[config.mk]
export PLATFORM = sky130hd
export DESIGN_NAME = wsc_wake_ctrl
export DESIGN_NICKNAME = d
export VERILOG_FILES = /design/src/rtl/wsc_reg8.v /design/src/rtl/wsc_wake_gate.v /design/src/rtl/wsc_wake_ctrl.v
export VERILOG_INCLUDE_DIRS = /design/src /design/src/rtl
export SDC_FILE = /design/constraint.sdc
export NUM_CORES = 1
export LEC_CHECK = 0
export BUFFER_PORTS_ARGS = -buffer_cell sky130_fd_sc_hd__buf_4
export CORE_MARGIN = 3
export CORE_UTILIZATION = 53
export CTS_CLUSTER_DIAMETER = 30
export DETAILED_ROUTE_END_ITERATION = 10
export GPL_ROUTABILITY_DRIVEN = 0
export GPL_TIMING_DRIVEN = 1
export PLACE_DENSITY = 0.79
export SLEW_MARGIN = 40
export SYNTH_ARGS = -nofsm -noshare
export SYNTH_HDL_FRONTEND = slang
export SYNTH_HIERARCHICAL = 1
export SYNTH_SLANG_ARGS = --single-unit
[constraint.sdc]
create_clock -name clk_sys_i -period 2.7 [get_ports clk_sys_i]
set_clock_uncertainty 0.05 [all_clocks]
set_input_delay 0.405 -clock clk_sys_i [delete_from_list [all_inputs] [get_ports clk_sys_i]]
set_output_delay 0.405 -clock clk_sys_i [all_outputs]
set_load 0.05 [all_outputs]
[src/rtl/wsc_map.vh]
// register offsets, field positions and reset values of the wake control bank
`ifndef WSC_MAP_VH
`define WSC_MAP_VH

`define WSC_ADDR_W          7
`define WSC_OFS_BUS_CTRL    7'h04
`define WSC_OFS_INT_WAKE    7'h06
`define WSC_OFS_EXT_WAKE    7'h07
`define WSC_OFS_WDT_CTRL    7'h03

// internal wake control fields
`define WSC_IW_TMR_B        7
`define WSC_IW_TMR_A        6
`define WSC_IW_WDT_HI       2
`define WSC_IW_MASK         8'hc4
`define WSC_IW_RST          8'h00
`define WSC_IW_RESTART_KEEP 8'hc0

// external wake control fields
`define WSC_EW_INT_ALL      7
`define WSC_EW_MEAS         5
`define WSC_EW_WK3          2
`define WSC_EW_WK2          1
`define WSC_EW_WK1          0
`define WSC_EW_MASK         8'ha7
`define WSC_EW_RST          8'h07
`define WSC_EW_RESTART_KEEP 8'ha7
`define WSC_EW_FS_KEEP      8'ha0
`define WSC_EW_FS_SET       8'h07

// bus control transceiver mode field
`define WSC_BUS_MODE_W      3
`define WSC_BUS_MODE_MASK   8'h07
`define WSC_BUS_FS_KEEP     8'he0
`define WSC_BUS_MODE_WAKE   3'h1

// watchdog control, lower stop-mode deactivation bit
`define WSC_WD_LO           6
`define WSC_WD_MASK         8'hf7
`endif

[src/rtl/wsc_reg8.v]
// one 8-bit masked register with reset, restart, write and hardware load
`timescale 1ns/100ps
module wsc_reg8 #(
	parameter [7:0] RST_VAL   = 8'h00,
	parameter [7:0] WR_MASK   = 8'hff,
	parameter [7:0] KEEP_MASK = 8'h00
) (
	// clock and resets
	input  wire       clk_sys_i,
	input  wire       rstn_i,
	input  wire       soft_rst_i,
	input  wire       restart_i,
	// host write
	input  wire       wr_i,
	input  wire [7:0] wdata_i,
	// hardware load, wins over a host write
	input  wire       hw_ld_i,
	input  wire [7:0] hw_mask_i,
	input  wire [7:0] hw_data_i,
	// value
	output reg  [7:0] q_o
);
	reg [7:0] d;

	always @* begin
		d = q_o;
		if (wr_i)
			d = (q_o & ~WR_MASK) | (wdata_i & WR_MASK);
		if (hw_ld_i)
			d = (d & ~hw_mask_i) | (hw_data_i & hw_mask_i);
	end

	always @(posedge clk_sys_i) begin
		if (!rstn_i || soft_rst_i)
			q_o <= RST_VAL;
		else if (restart_i)
			q_o <= q_o & KEEP_MASK;
		else
			q_o <= d & WR_MASK;
	end
endmodule // wsc_reg8

[src/rtl/wsc_wake_gate.v]
// wake source qualification and interrupt source selection
`timescale 1ns/100ps
module wsc_wake_gate (
	// configuration
	input  wire [7:0] int_wake_i,
	input  wire [7:0] ext_wake_i,
	input  wire [2:0] bus_mode_i,
	// events
	input  wire       tmr_a_evt_i,
	input  wire       tmr_b_evt_i,
	input  wire [2:0] wk_evt_i,
	input  wire       bus_evt_i,
	input  wire       other_status_i,
	// results
	output wire       wake_o,
	output wire       irq_o,
	output wire       measure_o
);
	wire meas = ext_wake_i[5];
	wire wk1  = wk_evt_i[0] & ext_wake_i[0] & ~meas;
	wire wk2  = wk_evt_i[1] & ext_wake_i[1] & ~meas;
	wire wk3  = wk_evt_i[2] & ext_wake_i[2];
	wire tb   = tmr_b_evt_i & int_wake_i[7];
	wire ta   = tmr_a_evt_i & int_wake_i[6];
	// both wake capable codes, with and without selective wake
	wire bw   = bus_evt_i & (bus_mode_i[1:0] == 2'h1);

	assign wake_o    = wk1 | wk2 | wk3 | ta | tb | bw;
	assign irq_o     = wake_o | (ext_wake_i[7] & other_status_i);
	assign measure_o = meas;
endmodule // wsc_wake_gate

[src/rtl/wsc_wake_ctrl.v]
// wake source control register bank with fail-safe forcing
`timescale 1ns/100ps
`include "wsc_map.vh"
module wsc_wake_ctrl (
	// clock and resets
	input  wire       clk_sys_i,
	input  wire       rstn_i,
	input  wire       soft_rst_i,
	input  wire       restart_i,
	// register access from the serial control interface
	input  wire       wr_i,
	input  wire       rd_i,
	input  wire [6:0] addr_i,
	input  wire [7:0] wdata_i,
	output reg  [7:0] rdata_o,
	// device state
	input  wire       fail_safe_i,
	input  wire       normal_mode_i,
	input  wire       stop_mode_i,
	input  wire       wdt_code_ld_i,
	input  wire [1:0] wdt_code_i,
	// wake events
	input  wire       tmr_a_evt_i,
	input  wire       tmr_b_evt_i,
	input  wire [2:0] wk_evt_i,
	input  wire       bus_evt_i,
	input  wire       other_status_i,
	// results
	output reg        wake_o,
	output reg        irq_o,
	output reg        measure_en_o,
	output reg        wdt_stop_off_o,
	output reg  [2:0] bus_mode_o
);
	// ------------------------------------------------------------
	// register selects and fail-safe entry edge
	// ------------------------------------------------------------
	reg        fs_q;
	wire       fs_entry = fail_safe_i & ~fs_q;
	wire       wr_iw    = wr_i & (addr_i == `WSC_OFS_INT_WAKE);
	wire       wr_ew    = wr_i & (addr_i == `WSC_OFS_EXT_WAKE);
	wire       wr_bus   = wr_i & (addr_i == `WSC_OFS_BUS_CTRL);
	wire       wr_wd    = wr_i & (addr_i == `WSC_OFS_WDT_CTRL);
	wire [7:0] iw_q;
	wire [7:0] ew_q;
	wire [7:0] bus_q;
	wire [7:0] wd_q;
	wire       wake_c;
	wire       irq_c;
	wire       meas_c;

	always @(posedge clk_sys_i) begin
		if (!rstn_i)
			fs_q <= 1'b0;
		else
			fs_q <= fail_safe_i;
	end

	// ------------------------------------------------------------
	// registers
	// ------------------------------------------------------------
	// internal wake control; code bit loaded by the watchdog logic
	wsc_reg8 #(
		.RST_VAL   (`WSC_IW_RST),
		.WR_MASK   (`WSC_IW_MASK),
		.KEEP_MASK (`WSC_IW_RESTART_KEEP)
	) u_iw (
		.clk_sys_i  (clk_sys_i),
		.rstn_i     (rstn_i),
		.soft_rst_i (soft_rst_i),
		.restart_i  (restart_i),
		.wr_i       (wr_iw),
		.wdata_i    (wdata_i),
		.hw_ld_i    (wdt_code_ld_i),
		.hw_mask_i  (8'h04),
		.hw_data_i  ({5'h00, wdt_code_i[1], 2'h0}),
		.q_o        (iw_q)
	);

	// external wake control; fail-safe sets all three wake input enables but keeps the measure bit, which still blocks WK1 and WK2
	wsc_reg8 #(
		.RST_VAL   (`WSC_EW_RST),
		.WR_MASK   (`WSC_EW_MASK),
		.KEEP_MASK (`WSC_EW_RESTART_KEEP)
	) u_ew (
		.clk_sys_i  (clk_sys_i),
		.rstn_i     (rstn_i),
		.soft_rst_i (soft_rst_i),
		.restart_i  (restart_i),
		.wr_i       (wr_ew),
		.wdata_i    (wdata_i),
		.hw_ld_i    (fs_entry),
		.hw_mask_i  (~`WSC_EW_FS_KEEP),
		.hw_data_i  (`WSC_EW_FS_SET),
		.q_o        (ew_q)
	);

	// bus control mode field; fail-safe forces wake capable
	wsc_reg8 #(
		.RST_VAL   (8'h00),
		.WR_MASK   (`WSC_BUS_MODE_MASK),
		.KEEP_MASK (8'h03)
	) u_bus (
		.clk_sys_i  (clk_sys_i),
		.rstn_i     (rstn_i),
		.soft_rst_i (soft_rst_i),
		.restart_i  (restart_i),
		.wr_i       (wr_bus),
		.wdata_i    (wdata_i),
		.hw_ld_i    (fs_entry),
		.hw_mask_i  (~`WSC_BUS_FS_KEEP),
		.hw_data_i  ({5'h00, `WSC_BUS_MODE_WAKE}),
		.q_o        (bus_q)
	);

	// watchdog control, lower code bit loaded by the watchdog logic
	wsc_reg8 #(
		.RST_VAL   (8'h00),
		.WR_MASK   (`WSC_WD_MASK),
		.KEEP_MASK (8'h00)
	) u_wd (
		.clk_sys_i  (clk_sys_i),
		.rstn_i     (rstn_i),
		.soft_rst_i (soft_rst_i),
		.restart_i  (restart_i),
		.wr_i       (wr_wd),
		.wdata_i    (wdata_i),
		.hw_ld_i    (wdt_code_ld_i),
		.hw_mask_i  (8'h40),
		.hw_data_i  ({1'b0, wdt_code_i[0], 6'h00}),
		.q_o        (wd_q)
	);

	// ------------------------------------------------------------
	// wake qualification
	// ------------------------------------------------------------
	wsc_wake_gate u_gate (
		.int_wake_i     (iw_q),
		.ext_wake_i     (ew_q),
		.bus_mode_i     (bus_q[2:0]),
		.tmr_a_evt_i    (tmr_a_evt_i),
		.tmr_b_evt_i    (tmr_b_evt_i),
		.wk_evt_i       (wk_evt_i),
		.bus_evt_i      (bus_evt_i),
		.other_status_i (other_status_i),
		.wake_o         (wake_c),
		.irq_o          (irq_c),
		.measure_o      (meas_c)
	);

	// ------------------------------------------------------------
	// registered outputs and read data
	// ------------------------------------------------------------
	// read data holds when idle so the host may sample late
	always @(posedge clk_sys_i) begin
		if (!rstn_i) begin
			rdata_o        <= 8'h00;
			wake_o         <= 1'b0;
			irq_o          <= 1'b0;
			measure_en_o   <= 1'b0;
			wdt_stop_off_o <= 1'b0;
			bus_mode_o     <= 3'h0;
		end else begin
			wake_o         <= wake_c;
			irq_o          <= irq_c;
			measure_en_o   <= meas_c & normal_mode_i;
			// code 00 keeps the watchdog running in stop mode
			wdt_stop_off_o <= stop_mode_i &
				(iw_q[`WSC_IW_WDT_HI] | wd_q[`WSC_WD_LO]);
			bus_mode_o     <= bus_q[2:0];
			if (rd_i) begin
				case (addr_i)
				`WSC_OFS_INT_WAKE: rdata_o <= iw_q & `WSC_IW_MASK;
				`WSC_OFS_EXT_WAKE: rdata_o <= ew_q & `WSC_EW_MASK;
				`WSC_OFS_BUS_CTRL: rdata_o <= bus_q;
				`WSC_OFS_WDT_CTRL: rdata_o <= wd_q;
				default:           rdata_o <= 8'h00;
				endcase
			end
		end
	end
endmodule // wsc_wake_ctrl

==> results.yml <==
run_status:
  outcome: "finished, final reports clean"
grt:
  grt_max_degree: 22
  track_usage_pct: 20.8
  antenna_found_initial: 0
  grt_overflow_total: 0
  grt_pass1_wl_um: 6910
  grt_pass1_vias: 1495
cts:
  cts_root_buffer: "clkbuf_8"
  cts_max_path_buffers: 2
  cts_tree: "built"
  cts_sinks: 34
  cts_buffers: 5
  htree_levels: 2
  hold_buffers: 0
  postCtsSetupBuffers: 0
  cts.clk_slew.worst_paths_ns: 0.07
  clk_latency_ns: 0.28
  ctsResizeCount: 0
drt:
  wl_per_cell_um: 13.0
  dr.pass1.iters: 4
  ant_nets: 0
  via_per_inst: 5.02
  drt-total-wl_um: 4430
  drc: 0
  drtIter0Drc: 78
  num_vias: 1718
logic_synthesis:
  synthCells: 207
  yosysWarningCount: 6
  synth_area_per_cell_um2: 9.48
  syn_area_mm2: 0.00196
timing:
  final-setup-viol-count: 0
  slew_headroom_pct: 50.0
  min_period_over_period_pct: 73.4
  finalSetupTns_ns: 0
  rsz0062_at_grt: "false"
  fmax_mhz: 504
  tightest_slew_ns: 0.749
  hold_violations: 0
  min_period_ns: 1.98
  final_max_slew_viol_count: 0
critical_path:
  crit_family: "simple AND/OR/NAND/NOR gates"
  setup.worst_path.end_class: "flip-flop"
  r2r_start: "fs_q"
  cp.required_ns: 2.82
  critPathMaxStageDelay_ns: 0.28
  critPathLaunchType: "input pin"
  crit_fanout: 5
  path_common_cell: "buf_4"
  startpoint: "addr_i[5]"
  crit_buf_inv: 3
  worst-endpoint-arrival_ns: 2.11
  r2r_slack_ns: 1.17
  crit_type: "input pin to flip-flop"
  path_cells: "buf_4 -> nor4_4 -> buf_4 -> nand3_1 -> nor3b_1 -> buf_4 -> mux2i_1 -> a21oi_1 -> o31a_1"
  cp_slowest_cell: "nor4_4"
floorplan:
  dieArea_mm2: 0.00447
  start_util_pct: 57.0
  die_y_um: 66.8
  fp.coreArea_mm2: 0.00344
  io_pins: 49
  die_x_um: 66.8
  rows: 21
hold_path:
  hp-class: "input pin to flip-flop"
  hp-start: "fail_safe_i"
placement:
  io_buffer_count: 47
  dp_hpwl_um: 3280
pwr:
  max-vdd-ir-drop_v: 0.000396
  pwr_density_cell_mw_per_mm2: 448
  p_total_mw: 1.15
  leakage_nw: 1.15
layout:
  fill_cells: 291
  seq_area_um2: 681
  final_nets: 330
  drive_above_1_share_pct: 25.3
  n_antenna_cell: 0
  multi_input_area_mm2: 0.00131
  area_growth_pct: 30.5
run:
  drv_cap: 0
## worst paths after layout
kind                                      to  depth (start not counted)
worst min-delay path                    fs_q                          2
worst min register to register    rdata_o[3]                          2
worst max-delay path             u_iw/q_o[7]                          9
worst max register to register  u_bus/q_o[2]                          3
## power breakdown
part           leakage, nW  internal [mW]  switching (mW)
sequential           0.276          0.513         0.00872
combinational        0.817         0.0723          0.0865
clock               0.0573          0.295           0.172
## state kept, by name, summed over array words and instances, names as in the netlist
| register | count |
|---|---|
| u_bus/q_o | 3 |
| irq_o | 1 |
| measure_en_o | 1 |
| wdt_stop_off_o | 1 |
| wake_o | 1 |
| u_wd/q_o | 7 |
| u_ew/q_o | 5 |
| bus_mode_o | 3 |
| rdata_o | 8 |
| u_iw/q_o | 3 |
| fs_q | 1 |
## layout by cell type, fill, tap and decap left out, types with 2 or more instances in the layout
master,n
nor2b_1,2
o2bb2ai_1,3
a22oi_1,5
o21ai_0,4
mux2i_1,23
a2111oi_2,2
a211oi_2,7
a211o_1,2
a22o_2,2
inv_1,6
conb_1,53
and3b_1,9
nor2_1,3
and3_1,7
nand2_1,22
a21oi_1,13
a22o_1,4
nand2b_1,3
nand3_1,3
nor3b_1,2
and2_1,7
o21ai_1,3
dfxtp_1,34
mux2_2,3
clkbuf_8,6
buf_4,50
o31a_1,4
## routing by layer
| layer | track usage [%] | vias to the layer above | wire [um] |
|---|---|---|---|
| li1 | - | 877 | - |
| met1 | 25.8 | 778 | 1990 |
| met2 | 32.8 | 50 | 2030 |
| met3 | 6.07 | 13 | 292 |
| met4 | 9.90 | 0 | 126 |
| met5 | 0 | - | 0 |
## layout make-up
cell class / count / share of cell area [%]
multi-input combinational: 199 / 51.2
sequential: 34 / 26.6
timing repair buffer: 50 / 14.7
clock buffer: 6 / 3.22
tap: 46 / 2.25
clock inverter: 1 / 1.17
inverter: 6 / 0.879
## stage by stage
stage / area (um^2) / setup slack, ns / cells / hold slack (ns) / utilization [%]
floorplan: 2150 / 0.678 / 256 / 0.403 / -
global placement: 2450 / 0.525 / 335 / 0.386 / 71.1
detailed placement: 2450 / 0.440 / 335 / 0.398 / 71.1
CTS: 2560 / 0.720 / 342 / 0.274 / 74.4
global route: 2560 / 0.585 / 342 / 0.271 / 74.4
finish: 2560 / 0.717 / 342 / 0.278 / 74.4
Power figures use the tool's default switching activity.
